**src/hdl/igcp_pkg.sv**
```systemverilog
// Constants for the indexed GPIO configuration port.
// Assumes an I/O cycle interface with one-cycle read and write strobes on clk.
//
// Overview of operation
// - Two back-to-back writes of 87h to the index port at 2Eh unlock configuration access.
// - Writing AAh to the index port locks configuration access again.
// - The index port at 2Eh is write-only and holds the target register number.
// - The data port at 2Fh reads and writes the register chosen by the index.
// - Registers F0h to F2h reach the pin bank only while device 09 is selected.
// - A set direction bit makes its pin an input; direction resets to FFh.
// - Value bits of output pins are readable and writable; value resets to 00h.
// - Value bits of input pins read the sampled pin and ignore writes.
// - A set polarity bit inverts the pin in both directions; polarity resets to 00h.
// - A cleared polarity bit passes the level unchanged in both directions.
package igcp_pkg;
    localparam logic [7:0] IGCP_ADDR_INDEX   = 8'h2E;
    localparam logic [7:0] IGCP_ADDR_DATA    = 8'h2F;
    localparam logic [7:0] IGCP_KEY_UNLOCK   = 8'h87;
    localparam logic [7:0] IGCP_KEY_LOCK     = 8'hAA;
    localparam logic [7:0] IGCP_REG_LDEV     = 8'h07;
    localparam logic [7:0] IGCP_REG_DIR      = 8'hF0;
    localparam logic [7:0] IGCP_REG_VALUE    = 8'hF1;
    localparam logic [7:0] IGCP_REG_POL      = 8'hF2;
    localparam logic [7:0] IGCP_LDEV_GPIO    = 8'h09;
    localparam logic [7:0] IGCP_RST_DIR      = 8'hFF;
    localparam logic [7:0] IGCP_RST_VALUE    = 8'h00;
    localparam logic [7:0] IGCP_RST_POL      = 8'h00;
    localparam logic [7:0] IGCP_RST_LDEV     = 8'h00;
    localparam logic [7:0] IGCP_RST_INDEX    = 8'h00;
    localparam logic [7:0] IGCP_READ_IDLE    = 8'hFF;

    typedef enum logic [2:0] {
        IGCP_LOCKED = 3'h1,
        IGCP_HALF   = 3'h2,
        IGCP_OPEN   = 3'h4
    } igcp_state_t;
endpackage : igcp_pkg

```
**src/hdl/indexed_gpio_config_port.sv**
```systemverilog
// Indexed GPIO configuration port with an eight-pin bank.
// Assumes one-cycle ioWrite/ioRead strobes synchronous to clk; pins are asynchronous.
`timescale 1ns/1ps
module indexed_gpio_config_port #(
    parameter int PINS = 8
) (
    input  wire logic             clk,
    input  wire logic             sys_rst,
    input  wire logic [7:0]       ioAddr,
    input  wire logic             ioWrite,
    input  wire logic             ioRead,
    input  wire logic [7:0]       ioWrData,
    output logic      [7:0]       ioRdData,
    output logic                  cfgUnlocked,
    input  wire logic [PINS-1:0]  generalPinsIn,
    output logic      [PINS-1:0]  generalPinsOut,
    output logic      [PINS-1:0]  generalPinsOe
);

    ////////////////////////////////////////////////////////////////////////////////
    // Pin synchroniser: three stages, a change counts once stages two and three agree

    logic [PINS-1:0] sync1Reg, sync2Reg, sync3Reg, pinLevelReg;
    logic [PINS-1:0] pinLevelNext;

    always_comb begin
        pinLevelNext = pinLevelReg;
        for (int i = 0; i < PINS; i++) begin
            if (sync2Reg[i] == sync3Reg[i]) begin
                pinLevelNext[i] = sync3Reg[i];
            end
        end
    end

    always_ff @(posedge clk or posedge sys_rst) begin
        if (sys_rst) begin
            sync1Reg    <= '0;
            sync2Reg    <= '0;
            sync3Reg    <= '0;
            pinLevelReg <= '0;
        end else begin
            sync1Reg    <= generalPinsIn;
            sync2Reg    <= sync1Reg;
            sync3Reg    <= sync2Reg;
            pinLevelReg <= pinLevelNext;
        end
    end

    ////////////////////////////////////////////////////////////////////////////////
    // Unlock sequencer and index

    igcp_pkg::igcp_state_t stateReg, stateNext;
    logic [7:0] indexReg, indexNext;

    wire logic idxWr  = ioWrite && (ioAddr == igcp_pkg::IGCP_ADDR_INDEX);
    wire logic dataWr = ioWrite && (ioAddr == igcp_pkg::IGCP_ADDR_DATA);
    wire logic dataRd = ioRead  && (ioAddr == igcp_pkg::IGCP_ADDR_DATA);

    always_comb begin
        stateNext = stateReg;
        indexNext = indexReg;
        case (stateReg)
            igcp_pkg::IGCP_LOCKED: begin
                if (idxWr && ioWrData == igcp_pkg::IGCP_KEY_UNLOCK) begin
                    stateNext = igcp_pkg::IGCP_HALF;
                end
            end
            igcp_pkg::IGCP_HALF: begin
                // Any other index write breaks the pair; data cycles do not
                if (idxWr) begin
                    stateNext = (ioWrData == igcp_pkg::IGCP_KEY_UNLOCK) ?
                                igcp_pkg::IGCP_OPEN : igcp_pkg::IGCP_LOCKED;
                end
            end
            igcp_pkg::IGCP_OPEN: begin
                if (idxWr) begin
                    if (ioWrData == igcp_pkg::IGCP_KEY_LOCK) begin
                        stateNext = igcp_pkg::IGCP_LOCKED;
                    end else begin
                        indexNext = ioWrData;
                    end
                end
            end
            default: stateNext = igcp_pkg::IGCP_LOCKED;
        endcase
    end

    always_ff @(posedge clk or posedge sys_rst) begin
        if (sys_rst) begin
            stateReg <= igcp_pkg::IGCP_LOCKED;
            indexReg <= igcp_pkg::IGCP_RST_INDEX;
        end else begin
            stateReg <= stateNext;
            indexReg <= indexNext;
        end
    end

    wire logic open    = (stateReg == igcp_pkg::IGCP_OPEN);
    assign cfgUnlocked = open;

    ////////////////////////////////////////////////////////////////////////////////
    // Configuration registers

    logic [7:0]      ldevReg, ldevNext;
    logic [PINS-1:0] dirReg, dirNext, valReg, valNext, polReg, polNext;
    logic [7:0]      rdReg, rdNext;

    // Pin registers only respond while the GPIO device is selected
    function automatic logic pinSel(input logic [7:0] idx, input logic [7:0] ldev,
                                    input logic [7:0] target);
        pinSel = (ldev == igcp_pkg::IGCP_LDEV_GPIO) && (idx == target);
    endfunction : pinSel

    wire logic cfgWr = open && dataWr;
    wire logic cfgRd = open && dataRd;

    // Input bits read the pin through the polarity stage
    wire logic [PINS-1:0] valView = (dirReg & (pinLevelReg ^ polReg)) | (~dirReg & valReg);

    always_comb begin
        ldevNext = ldevReg;
        dirNext  = dirReg;
        valNext  = valReg;
        polNext  = polReg;
        rdNext   = rdReg;
        if (cfgWr) begin
            if (indexReg == igcp_pkg::IGCP_REG_LDEV) begin
                ldevNext = ioWrData;
            end
            if (pinSel(indexReg, ldevReg, igcp_pkg::IGCP_REG_DIR)) begin
                dirNext = ioWrData[PINS-1:0];
            end
            if (pinSel(indexReg, ldevReg, igcp_pkg::IGCP_REG_VALUE)) begin
                valNext = (dirReg & valReg) | (~dirReg & ioWrData[PINS-1:0]);
            end
            if (pinSel(indexReg, ldevReg, igcp_pkg::IGCP_REG_POL)) begin
                polNext = ioWrData[PINS-1:0];
            end
        end
        if (cfgRd) begin
            rdNext = '0;
            if (indexReg == igcp_pkg::IGCP_REG_LDEV) begin
                rdNext = ldevReg;
            end else if (pinSel(indexReg, ldevReg, igcp_pkg::IGCP_REG_DIR)) begin
                rdNext[PINS-1:0] = dirReg;
            end else if (pinSel(indexReg, ldevReg, igcp_pkg::IGCP_REG_VALUE)) begin
                rdNext[PINS-1:0] = valView;
            end else if (pinSel(indexReg, ldevReg, igcp_pkg::IGCP_REG_POL)) begin
                rdNext[PINS-1:0] = polReg;
            end
        end else if (dataRd) begin
            // A locked port reads like an undriven bus
            rdNext = igcp_pkg::IGCP_READ_IDLE;
        end
    end

    always_ff @(posedge clk or posedge sys_rst) begin
        if (sys_rst) begin
            ldevReg <= igcp_pkg::IGCP_RST_LDEV;
            dirReg  <= igcp_pkg::IGCP_RST_DIR[PINS-1:0];
            valReg  <= igcp_pkg::IGCP_RST_VALUE[PINS-1:0];
            polReg  <= igcp_pkg::IGCP_RST_POL[PINS-1:0];
            rdReg   <= igcp_pkg::IGCP_READ_IDLE;
        end else begin
            ldevReg <= ldevNext;
            dirReg  <= dirNext;
            valReg  <= valNext;
            polReg  <= polNext;
            rdReg   <= rdNext;
        end
    end

    assign ioRdData = rdReg;

    ////////////////////////////////////////////////////////////////////////////////
    // Pin drive; polarity applied on the way out as well

    logic [PINS-1:0] pinOutReg, pinOutNext, pinOeReg, pinOeNext;

    // Built from the next register values so the pins move with the registers
    always_comb begin
        pinOutNext = valNext ^ polNext;
        pinOeNext  = ~dirNext;
    end

    always_ff @(posedge clk or posedge sys_rst) begin
        if (sys_rst) begin
            pinOutReg <= '0;
            pinOeReg  <= '0;
        end else begin
            pinOutReg <= pinOutNext;
            pinOeReg  <= pinOeNext;
        end
    end

    assign generalPinsOut = pinOutReg;
    assign generalPinsOe  = pinOeReg;

    ////////////////////////////////////////////////////////////////////////////////
    // Checks

    unlock_pair_a: assert property (@(posedge clk) disable iff (sys_rst)
        !open ##1 open |-> $past(idxWr) && $past(ioWrData) == igcp_pkg::IGCP_KEY_UNLOCK)
        else $error("unlock without key write");

    lock_key_a: assert property (@(posedge clk) disable iff (sys_rst)
        open && idxWr && ioWrData == igcp_pkg::IGCP_KEY_LOCK |=> !open)
        else $error("lock key ignored");

    index_hold_a: assert property (@(posedge clk) disable iff (sys_rst)
        !idxWr |=> $stable(indexReg))
        else $error("index changed without write");

    locked_ignore_a: assert property (@(posedge clk) disable iff (sys_rst)
        !open |=> $stable(dirReg) && $stable(polReg) && $stable(ldevReg))
        else $error("register changed while locked");

    device_gate_a: assert property (@(posedge clk) disable iff (sys_rst)
        ldevReg != igcp_pkg::IGCP_LDEV_GPIO |=> $stable(dirReg) && $stable(polReg))
        else $error("pin register changed with other device");

    input_value_a: assert property (@(posedge clk) disable iff (sys_rst)
        ##1 ($past(dirReg) & (valReg ^ $past(valReg))) == '0)
        else $error("input value bit written");

    data_read_a: assert property (@(posedge clk) disable iff (sys_rst)
        cfgRd && pinSel(indexReg, ldevReg, igcp_pkg::IGCP_REG_DIR) |=>
        ioRdData[PINS-1:0] == $past(dirReg))
        else $error("direction read wrong");

    pin_drive_a: assert property (@(posedge clk) disable iff (sys_rst)
        generalPinsOut == (valReg ^ polReg)
        && generalPinsOe == ~dirReg)
        else $error("pin drive mismatch");

    // Lock state: a locked port reads idle and keeps every register
    locked_read_a: assert property (@(posedge clk) disable iff (sys_rst)
        dataRd && !open |=> ioRdData == igcp_pkg::IGCP_READ_IDLE)
        else $error("locked read not idle");

    half_break_a: assert property (@(posedge clk) disable iff (sys_rst)
        stateReg == igcp_pkg::IGCP_HALF && idxWr && ioWrData != igcp_pkg::IGCP_KEY_UNLOCK
        |=> stateReg == igcp_pkg::IGCP_LOCKED)
        else $error("broken key pair kept");

    locked_value_a: assert property (@(posedge clk) disable iff (sys_rst)
        !open |=> $stable(valReg) && $stable(indexReg))
        else $error("value or index changed while locked");

    open_hold_a: assert property (@(posedge clk) disable iff (sys_rst)
        open && !(idxWr && ioWrData == igcp_pkg::IGCP_KEY_LOCK) |=> open)
        else $error("unlocked state lost");

    index_load_a: assert property (@(posedge clk) disable iff (sys_rst)
        open && idxWr && ioWrData != igcp_pkg::IGCP_KEY_LOCK |=> indexReg == $past(ioWrData))
        else $error("index not loaded");

    // Register writes land only where selected, reads return what was stored, and input value bits read the pin
    ldev_write_a: assert property (@(posedge clk) disable iff (sys_rst)
        cfgWr && indexReg == igcp_pkg::IGCP_REG_LDEV |=> ldevReg == $past(ioWrData))
        else $error("device select not written");

    ldev_read_a: assert property (@(posedge clk) disable iff (sys_rst)
        cfgRd && indexReg == igcp_pkg::IGCP_REG_LDEV |=> ioRdData == $past(ldevReg))
        else $error("device select read wrong");

    other_device_a: assert property (@(posedge clk) disable iff (sys_rst)
        cfgRd && ldevReg != igcp_pkg::IGCP_LDEV_GPIO && indexReg != igcp_pkg::IGCP_REG_LDEV
        |=> ioRdData == '0)
        else $error("pin register read with other device");

    dir_write_a: assert property (@(posedge clk) disable iff (sys_rst)
        cfgWr && pinSel(indexReg, ldevReg, igcp_pkg::IGCP_REG_DIR)
        |=> dirReg == $past(ioWrData[PINS-1:0]))
        else $error("direction not written");

    output_value_a: assert property (@(posedge clk) disable iff (sys_rst)
        cfgWr && pinSel(indexReg, ldevReg, igcp_pkg::IGCP_REG_VALUE)
        |=> (valReg & ~$past(dirReg)) == ($past(ioWrData[PINS-1:0]) & ~$past(dirReg)))
        else $error("output value bit not written");

    output_read_a: assert property (@(posedge clk) disable iff (sys_rst)
        cfgRd && pinSel(indexReg, ldevReg, igcp_pkg::IGCP_REG_VALUE)
        |=> (ioRdData[PINS-1:0] & ~$past(dirReg)) == ($past(valReg) & ~$past(dirReg)))
        else $error("output value read wrong");

    input_read_a: assert property (@(posedge clk) disable iff (sys_rst)
        cfgRd && pinSel(indexReg, ldevReg, igcp_pkg::IGCP_REG_VALUE)
        |=> (ioRdData[PINS-1:0] & $past(dirReg))
            == ($past(pinLevelReg ^ polReg) & $past(dirReg)))
        else $error("input pin read wrong");

    pol_write_a: assert property (@(posedge clk) disable iff (sys_rst)
        cfgWr && pinSel(indexReg, ldevReg, igcp_pkg::IGCP_REG_POL)
        |=> polReg == $past(ioWrData[PINS-1:0]))
        else $error("polarity not written");

    // A pin bit may only move when its second and third stages agreed
    pin_sample_a: assert property (@(posedge clk) disable iff (sys_rst)
        ##1 ((pinLevelReg ^ $past(sync3Reg)) & ~$past(sync2Reg ^ sync3Reg)) == '0
        && ((pinLevelReg ^ $past(pinLevelReg)) & $past(sync2Reg ^ sync3Reg)) == '0)
        else $error("pin sample taken early");

endmodule : indexed_gpio_config_port

```
**config.mk**
```make
export PLATFORM = sky130hd
export DESIGN_NAME = indexed_gpio_config_port
export DESIGN_NICKNAME = d
export VERILOG_FILES = /design/src/hdl/igcp_pkg.sv /design/src/hdl/indexed_gpio_config_port.sv
export SDC_FILE = /design/constraint.sdc
export NUM_CORES = 1
export LEC_CHECK = 0
export BUFFER_PORTS_ARGS = -buffer_cell sky130_fd_sc_hd__buf_4
export CORE_MARGIN = 2
export CORE_UTILIZATION = 58
export DETAILED_ROUTE_END_ITERATION = 12
export PLACE_DENSITY_LB_ADDON = 0.15
export SLEW_MARGIN = 25
export SYNTH_ARGS = -nofsm -noshare
export SYNTH_HDL_FRONTEND = slang
export SYNTH_SLANG_ARGS = --single-unit
```
**constraint.sdc**
```tcl
create_clock -name clk -period 3.77 [get_ports clk]
set_input_delay 0.754 -clock clk [delete_from_list [all_inputs] [get_ports clk]]
set_output_delay 0.754 -clock clk [all_outputs]
set_load 0.01 [all_outputs]
```
==> reports/results.tsv, run 1 <==
metric	value	unit
clockPowerShare	34.2	%
clk_pin_slew	0.10	ns
worst-path-max-fanout	15	
synthArstFlopShare	100	%
seq_area	2500	sq um
cts-resized-gates	0	
grt_antenna_before_repair	0	
final.fill_count	588	
synth-compound-area-share	11.4	%
min_path_cells	0	
grt_max_degree	51	
dr.pass1.iters	5	
synthAdderAreaFrac	1.77	%
die-area	8520	sq um
drive_gt1_share	33.1	%
synth_top_family_by_area	simple AND/OR/NAND/NOR gates	
chipWidth	92.3	microns
nets	446	
combPwrFrac	5.6	%
worst_pin_slew	0.925	ns
internal_power	1.39	mW
cp-start-kind	flop	
slew_viol_final	0	
drv_cap	0	
post-cts-setup-buffer-count	0	
antenna-diode-count	0	
multi_input_area	1860	sq um
synth_xor_area_share	3.29	%
clock_path_buffers	2	
area_delta_synth_final	13.0	%
drt_wl_total	9.35	mm
place_ws	0.878	ns
synth_edf_count	0	
slew_headroom	38.2	%
hold_class	flop to flop	
power_switching	455	uW
fin_crit	2.73	ns
hold_buffers	0	
skew	0.0109	ns
reg2reg_from	ldevReg[5]$_DFFE_PP0P_	
crit_arrival	3.03	ns
start_util	59.1	%
status	finished clean	
pwr-share-seq	60.2	%
r2r_end	generalPinsOe[1]$_DFF_PP0_	
place.gp.congestion	0.829	
power_density	362	nW/um^2
syn_inst	382	
fp-row-count	32	
netSwitchingFraction	24.6	%
drtAntennaViolNets	0	
irDropWorstVdd	0.225	mV
cts_buffers	9	
grt_pass1_vias	3083	
die_y	92.3	microns
synthFlopType	dfrtp_1	
min_to	sync2Reg[4]$_DFF_PP0_	
root_buffer	clkbuf_8	
crit_path_end_kind	flop	
syn_avg_cell_area	11.8	sq um
synthesis.nets	410	
rsz0062_at_grt	no	
ys_seq_area_share	55.2	%
required	4.07	ns
numClockSinks	99	
hold_viol	0	
vias_per_cell	6.01	
cts_max_level	3	
dr.first_iter.drc_count	191	
fmax	367	MHz
cts_tree	yes	
dpl.hpwl	6.14	mm
worstHoldStart	sync1Reg[4]$_DFF_PP0_	
fin_crit_sh	72.3	%
rr_worst_depth	6	
setup_viol	0	
post_drt_wl_per_cell	17.8	microns
worstSetupPathType	flop to flop	
tns	0	ns
route.detailed.drc	0	
io_pins	53	
yosysWarnings	0	
clkLatencyLatePin	0.37	ns
io_buffers	52	
synth_area	4520	sq um
synthSimpleGateAreaFrac	12.9	%
p_leak	2.19	nW
grt_pass1_wl	15.5	mm
yosysUniqueCellTypes	56	
synthMuxAreaShare	11.7	%
num_vias	3154	
synth_seq_cells	99	
grt.overflow.total	0	
r2r_slack	1.04	ns
layout_setup_ws	1.04	ns
track_usage	23.6	%
core_area	7650	sq um
==> metrics by stage <==
step / cell area (sq um) / utilization, % / std cells / power (mW) / hold WS [ns]
final: 5110 / 66.8 / 525 / 1.85 / 0.357
after CTS: 5110 / 66.8 / 525 / 1.87 / 0.359
after global placement: 4930 / 64.4 / 509 / 1.24 / 0.332
after detailed placement: 4930 / 64.4 / 509 / 1.24 / 0.336
after global routing: 5110 / 66.8 / 525 / 1.92 / 0.366
after floorplan: 4520 / - / 382 / 1.19 / 0.331
==> critical path, stage by stage, from the launching register on <==
cell and delay [ns]:
dfrtp_1 0.42, nor4b_1 0.35, and4_4 0.31, and2_1 0.40, and2_1 0.75, buf_4 0.25, mux2i_1 0.18
==> cell usage after synthesis, drive strengths merged, types with 2 or more instances <==
master  number  area share [%]
nor4         2            0.61
o21ai        8            0.89
nor3b        2            0.44
nand4b       2            0.72
a41oi        9             1.7
dfrtp       82              45
inv          3            0.25
and2         4            0.55
maj3         8             1.8
dfstp       17             9.9
nor4b        3            0.58
a21oi       19             2.1
nand2b       4            0.55
nor3        11             1.5
nand2       32             2.7
buf         19             2.4
clkbuf      13             1.1
a21o         2            0.33
o32a         5             1.1
nor2        29             2.5
o22a         4            0.77
mux2i        8             1.8
nand3        4            0.44
xnor2       10             1.9
a22o         8             1.5
mux2        40              10
o32ai        2            0.39
a311oi       7             1.4
xor2         7             1.4
nor2b        2            0.28
==> power by group through the flow <==
stage          clock [mW]  combinational [mW]  sequential [mW]
5_1_grt             0.691               0.115             1.12
4_1_cts             0.647               0.106             1.11
3_3_place_gp            0               0.104             1.13
3_5_place_dp            0               0.106             1.13
6_report            0.633               0.104             1.11
2_1_floorplan           0              0.0532             1.13
==> layer usage <==
metal	part of all wire [%]	GRT usage (%)	wire (microns)	vias up
met5	0	0	0	-
li1	-	-	-	1449
met1	45	32.9	4180	1583
met4	2.2	11.1	205	0
met2	48	36.9	4520	104
met3	4.7	3.42	437	18
==> state kept, by name (all words and copies together), names as in the netlist <==
signal / flops
pinLevelReg: 8
dirReg: 8
indexReg: 8
sync3Reg: 8
ldevReg: 8
stateReg: 3
polReg: 8
sync1Reg: 8
valReg: 8
sync2Reg: 8
generalPinsOe: 8
ioRdData: 8
generalPinsOut: 8
==> layout make-up <==
cell class	instances	area share [%]
inverter	3	0.269
tap	102	2.50
clock inverter	7	1.13
clock buffer	9	2.42
multi-input combinational	248	36.4
sequential	99	48.9
timing repair buffer	57	8.37
==> cell families after synthesis <==
family,after synthesis
adder cells (fa/ha/maj),8
AND/OR/NAND/NOR,105
buffers and inverters,35
flip-flops,99
AO/OA/AOI/OAI,70
multiplexers,48
XOR/XNOR,17
==> worst max path at each step <==
stage,start,end,slack [ns],cells past startpoint
finish,ldevReg[5]$_DFFE_PP0P_,generalPinsOe[1]$_DFF_PP0_,1.04,6
global route,ldevReg[5]$_DFFE_PP0P_,generalPinsOe[1]$_DFF_PP0_,0.91,6
CTS,ldevReg[5]$_DFFE_PP0P_,generalPinsOe[1]$_DFF_PP0_,1.04,6
detailed placement,ioAddr[4],generalPinsOe[1]$_DFF_PP0_,0.88,7
global placement,ioAddr[4],dirReg[6]$_DFF_PP1_,0.95,6
floorplan,sys_rst,generalPinsOe[0]$_DFF_PP0_,0.45,1
==> placed cells by master, fill, tap and decap left out, types with 2 or more instances in the layout <==
cell and n:
clkinv_4 2, buf_4 57, a21oi_1 19, o32a_1 5
clkbuf_8 9, nor2b_1 2, mux2i_1 8, o22a_1 4
a311oi_1 7, nor4b_1 3, o32ai_1 2, mux2_1 3
maj3_1 8, mux2_2 37, nor3_2 3, dfrtp_1 82
nand2_1 31, nor3_1 8, a21o_1 2, a22o_1 8
nand3_1 4, and2_1 4, inv_1 2, inv_6 4
dfstp_2 17, a41oi_1 9, xor2_1 7, xnor2_1 10
nand2b_1 3, o21ai_0 8, nor2_1 28
Power figures use the tool's default switching activity.
==> run 2, diff against run 1 <==
Clock period 3.77 ns to 2.6 ns, I/O delays scaled along.
==> run 2 against run 1 <==
  * Non-clock buffer count is 8 higher
  * Maximum frequency rose by 20%
  * Worst hold slack worse by 0.14 ns
  * Largest cell class unchanged
  * Highest routed layer unchanged
==> reports/results.tsv, run 2 (synthesized netlist as in run 1, its figures left out) <==
metric	value	unit	change
wl_met3	501	microns	+15%
core_area	7650	sq um	unchanged
nets	454		+1.8%
reg2reg_from	stateReg[1]$_DFFE_PP0P_		
setup_viol	0		unchanged
cp-start-kind	flop		
grt_pass1_wl	15.5	mm	+0.31%
grt_pass1_vias	3058		-0.81%
clk_pin_slew	0.09	ns	about the same
p_leak	2.24	nW	+2.3%
status	finished clean		
rr_worst_depth	5		-1
crit_path_end_kind	flop		
chipWidth	92.3	microns	unchanged
dpl.hpwl	6.27	mm	+2.1%
track_usage	23.8	%	+0.21 points
hold_buffers	0		unchanged
fp-row-count	32		unchanged
slew_headroom	46.1	%	+7.9 points
hold_viol	0		unchanged
fin_crit_sh	87.1	%	+15 points
numClockSinks	99		unchanged
post_drt_wl_per_cell	17.3	microns	-3.0%
layout_common_cells	dfrtp_1, buf_4, mux2_2		
grt_max_degree	40		-22%
wl_met1	4.21	mm	+0.57%
vias_per_cell	5.81		-3.2%
skew	0.00745	ns	-0.00341 ns
route.detailed.drc	0		unchanged
num_vias	3098		-1.8%
antenna-diode-count	0		unchanged
io_pins	53		unchanged
drive_gt1_share	33.9	%	+0.78 points
power_density	527	nW/um^2	+46%
drtAntennaViolNets	0		unchanged
drv_cap	0		unchanged
drt_wl_total	9.21	mm	-1.6%
mostFrequentLayoutCell	dfrtp_1		
root_buffer	clkbuf_8		
grt_antenna_before_repair	0		unchanged
clkLatencyLatePin	0.36	ns	about the same
grt.overflow.total	0		unchanged
seq_area	2500	sq um	unchanged
start_util	59.1	%	unchanged
dr.first_iter.drc_count	123		-36%
cp-startpoint	stateReg[1]$_DFFE_PP0P_		
worst-path-max-fanout	8		-7
die-area	8520	sq um	unchanged
hold_class	input pin to async pin		
fmax	441	MHz	+20%
power.total	2.75	mW	+49%
place.gp.congestion	0.869		+4.9%
final.fill_count	588		unchanged
cts_tree	yes		
met2_length	4.29	mm	-5.1%
fin_crit	2.27	ns	-0.460 ns
post-cts-setup-buffer-count	0		unchanged
slew_viol_final	0		unchanged
dr.pass1.iters	4		-1
tns	0	ns	unchanged
fin_cells	533		+1.5%
crit_arrival	2.52	ns	-0.51 ns
worstSetupPathType	flop to flop		
cts_buffers	9		unchanged
irDropWorstVdd	0.390	mV	+74%
multi_input_area	1860	sq um	-0.13%
die_y	92.3	microns	unchanged
clock_path_buffers	2		unchanged
area_delta_synth_final	15.5	%	
rsz0062_at_grt	no		
top_layer_used	met4		
cts-resized-gates	0		unchanged
place_inst	517		+1.6%
io_buffers	52		unchanged
cts_max_level	3		unchanged
required	2.85	ns	-1.22 ns
worst_pin_slew	0.807	ns	-0.118 ns
run 2: where the power goes:
part           leakage [nW]  total [mW]  internal (mW)  switching [mW]
logic                 0.937       0.155         0.0739          0.0811
registers              1.21        1.61           1.59          0.0246
clock network        0.0975       0.985          0.455           0.530
total                  2.24        2.75           2.12           0.636
run 2: critical path, stage by stage, from the launching register on:
cell and delay [ns]:
dfrtp_1 0.43, or3b_1 0.43, buf_4 0.18, nor3_1 0.29, and3_1 0.45, mux2_2 0.38
run 2: area by class of cell:
type / count / share of cell area (%)
Sequential cell: 99 / 47.8
Multi-Input combinational cell: 248 / 35.6
Timing Repair Buffer: 65 / 10.1
Clock buffer: 10 / 2.44
Tap cell: 102 / 2.44
Clock inverter: 6 / 1.39
Inverter: 3 / 0.287
run 2: final timing paths:
check / endpoint / slack, ns
setup / recovery: polReg[7]$_DFF_PP0_ / 0.33
hold / removal: sync2Reg[2]$_DFF_PP0_ / 0.22
setup reg to reg: polReg[7]$_DFF_PP0_ / 0.33
hold reg to reg: sync2Reg[3]$_DFF_PP0_ / 0.36
max in group asynchronous: dirReg[1]$_DFF_PP1_ / 1.73
min in group clk: sync1Reg[2]$_DFF_PP0_ / 0.26
run 2: routing by layer:
layer  vias to the layer above  global-route usage (%)
met3                        16                    3.09
li1                       1465                       -
met1                      1533                    35.1
met4                         0                    10.9
met2                        84                    35.5
met5                         -                       0
run 2: metrics by stage:
| step | hold slack [ns] | worst slack, ns | util, % | instance area [sq um] |
|---|---|---|---|---|
| after floorplan | 0.331 | 0.511 | - | 4530 |
| after global placement | 0.332 | 0.250 | 65.7 | 5020 |
| after detailed placement | 0.336 | 0.170 | 65.7 | 5020 |
| after CTS | 0.227 | 0.313 | 68.3 | 5230 |
| after global routing | 0.238 | 0.184 | 68.3 | 5230 |
| final | 0.221 | 0.335 | 68.3 | 5230 |
==> run 3, diff against run 2 <==
Settings changed: CORE_MARGIN 2 to unset.
==> run 3 against run 2 <==
  * Final cell count is 0.94% lower
  * Setup slack worse by 0.027 ns
  * Register-to-register slack worse by 0.03 ns
  * Cell area is 1.2% lower
  * Global-route usage is 1.4 points higher
  * Non-clock buffer count is 2 lower
  * Sequential share of layout area is 0.57 points higher
  * Critical endpoint is now valReg[7]$_DFF_PP0_
  * Clock skew is 0.0045 ns higher
  * Worst hold slack better by 0.022 ns
  * Sequential power hardly changed
  * Largest power group unchanged
==> reports/results.tsv, run 3 (synthesized netlist as in run 1, its figures left out) <==
metric	value	unit	change
cts-resized-gates	0		unchanged
crit_path_end_kind	flop		
vias_per_cell	5.90		+1.5%
root_buffer	clkbuf_8		
start_util	61.1	%	+1.9 points
track_usage	25.2	%	+1.4 points
fin_cells	528		-0.94%
power_density	521	nW/um^2	-1.1%
hold_buffers	0		unchanged
post-cts-setup-buffer-count	0		unchanged
tns	0	ns	unchanged
cts_max_level	3		unchanged
area_delta_synth_final	14.2	%	
worst-path-max-fanout	14		+6
rsz0062_at_grt	no		
numClockSinks	99		unchanged
worstPathCellList	or3b_1 > nor4_4 > nand2_2 > nor3_1 > mux2_2		
clk_pin_slew	0.10	ns	about the same
r2r_slack	0.31	ns	-0.03 ns
slew_headroom	44.0	%	-2.1 points
skew	0.0120	ns	+0.00453 ns
post_drt_wl_per_cell	17.9	microns	+3.4%
status	finished clean		
setup_viol	0		unchanged
crit_slowest_cell	or3b_1		
slew_viol_final	0		unchanged
crit_arrival	2.56	ns	+0.04 ns
reg2reg_from	stateReg[1]$_DFFE_PP0P_		
mostFrequentLayoutCell	dfrtp_1		
chipWidth	90.3	microns	-2.2%
num_vias	3114		+0.52%
grt_antenna_before_repair	0		unchanged
core_area	7410	sq um	-3.1%
cts_buffers	9		unchanged
drive_gt1_share	33.8	%	-0.075 points
fin_crit	2.29	ns	+0.0266 ns
place.gp.congestion	0.828		-4.8%
min_path_cells	1		
rr_worst_depth	5		unchanged
drv_cap	0		unchanged
hold_class	input pin to flop		
grt_pass1_wl	15.7	mm	+1.2%
cts_tree	yes		
cp-start-kind	flop		
dpl.hpwl	6.34	mm	+1.2%
layout_common_cells	dfrtp_1, buf_4, mux2_2		
nets	452		-0.44%
hold_viol	0		unchanged
min_to	sync1Reg[1]$_DFF_PP0_		
clock_path_buffers	2		unchanged
worst_pin_slew	0.839	ns	+0.0315 ns
drt_wl_total	9.43	mm	+2.4%
grt_pass1_vias	3150		+3.0%
fin_crit_sh	88.1	%	+1.0 points
fp-row-count	31		-3.1%
route.detailed.drc	0		unchanged
place_inst	512		-0.97%
irDropWorstVdd	0.353	mV	-9.5%
io_buffers	52		unchanged
cp_slowest_stage_delay	0.49	ns	+0.04 ns
dr.pass1.iters	4		unchanged
io_pins	53		unchanged
required	2.87	ns	+0.02 ns
worstSetupPathType	flop to flop		
die-area	8160	sq um	-4.3%
antenna-diode-count	0		unchanged
die_y	90.3	microns	-2.2%
whs	0.243	ns	+0.0219 ns
worstHoldStart	generalPinsIn[1]		
r2r_end	valReg[7]$_DFF_PP0_		
fmax	436	MHz	-1.2%
dr.first_iter.drc_count	168		+37%
clkLatencyLatePin	0.38	ns	+0.02 ns
drtAntennaViolNets	0		unchanged
p_leak	2.21	nW	-1.2%
grt_max_degree	100		+150%
grt.overflow.total	0		unchanged
==> run 3: cell count changes in the layout (fill, tap and decap cells not counted) <==
cell	before	now
clkinv_2	0	1
buf_12	3	1
clkinvlp_4	2	4
bufinv_16	1	0
inv_8	0	2
clkinv_4	2	0
inv_6	2	1
clkbuf_1	1	0
==> run 3: area by class of cell <==
class / instances / area [sq um]
clock buffers: 9 / 124
well taps: 99 / 124
clock inverters: 7 / 58.8
multi-input cells: 248 / 1860
fillers: 553 / 2240
repair buffers: 63 / 485
flip-flops and latches: 99 / 2500
inverters: 3 / 15.0
==> run 3: worst max-delay path by stage <==
| stage | startpoint | endpoint | slack [ns] | cells after the start |
|---|---|---|---|---|
| finish | stateReg[1]$_DFFE_PP0P_ | valReg[7]$_DFF_PP0_ | 0.31 | 5 |
| global route | stateReg[1]$_DFFE_PP0P_ | valReg[3]$_DFF_PP0_ | 0.21 | 5 |
| CTS | stateReg[1]$_DFFE_PP0P_ | valReg[7]$_DFF_PP0_ | 0.32 | 5 |
| detailed placement | ioAddr[4] | polReg[6]$_DFF_PP0_ | 0.21 | 6 |
| global placement | ioAddr[4] | polReg[6]$_DFF_PP0_ | 0.27 | 6 |
| floorplan | ioAddr[4] | dirReg[6]$_DFF_PP1_ | 0.51 | 7 |
==> run 3: layer usage <==
metal	vias to the layer above	track usage [%]	part of all wire (%)
met2	86	41.3	48
li1	1452	-	-
met5	-	0	0
met3	17	5.39	4.8
met1	1559	33.2	45
met4	0	8.87	2.0
==> run 3: metrics by stage <==
step / worst slack, ns / area [sq um] / utilization (%) / power, mW
after global placement: 0.274 / 4980 / 67.2 / 1.79
final: 0.308 / 5160 / 69.7 / 2.69
after global routing: 0.212 / 5160 / 69.7 / 2.79
after CTS: 0.321 / 5160 / 69.7 / 2.71
after detailed placement: 0.207 / 4980 / 67.2 / 1.80
after floorplan: 0.511 / 4530 / - / 1.72
==> run 3: report_power, final <==
part | switching [mW] | leakage, nW | internal [mW]
logic | 0.0816 | 0.922 | 0.0709
clock network | 0.562 | 0.0857 | 0.362
registers | 0.0259 | 1.21 | 1.59
==> run 3: worst max-delay path, delay by kind of cell (launching register included) <==
family / cells / cell delay, ns
DFF: 1 / 0.43
muxes: 1 / 0.37
and+or+nand+nor: 4 / 1.39
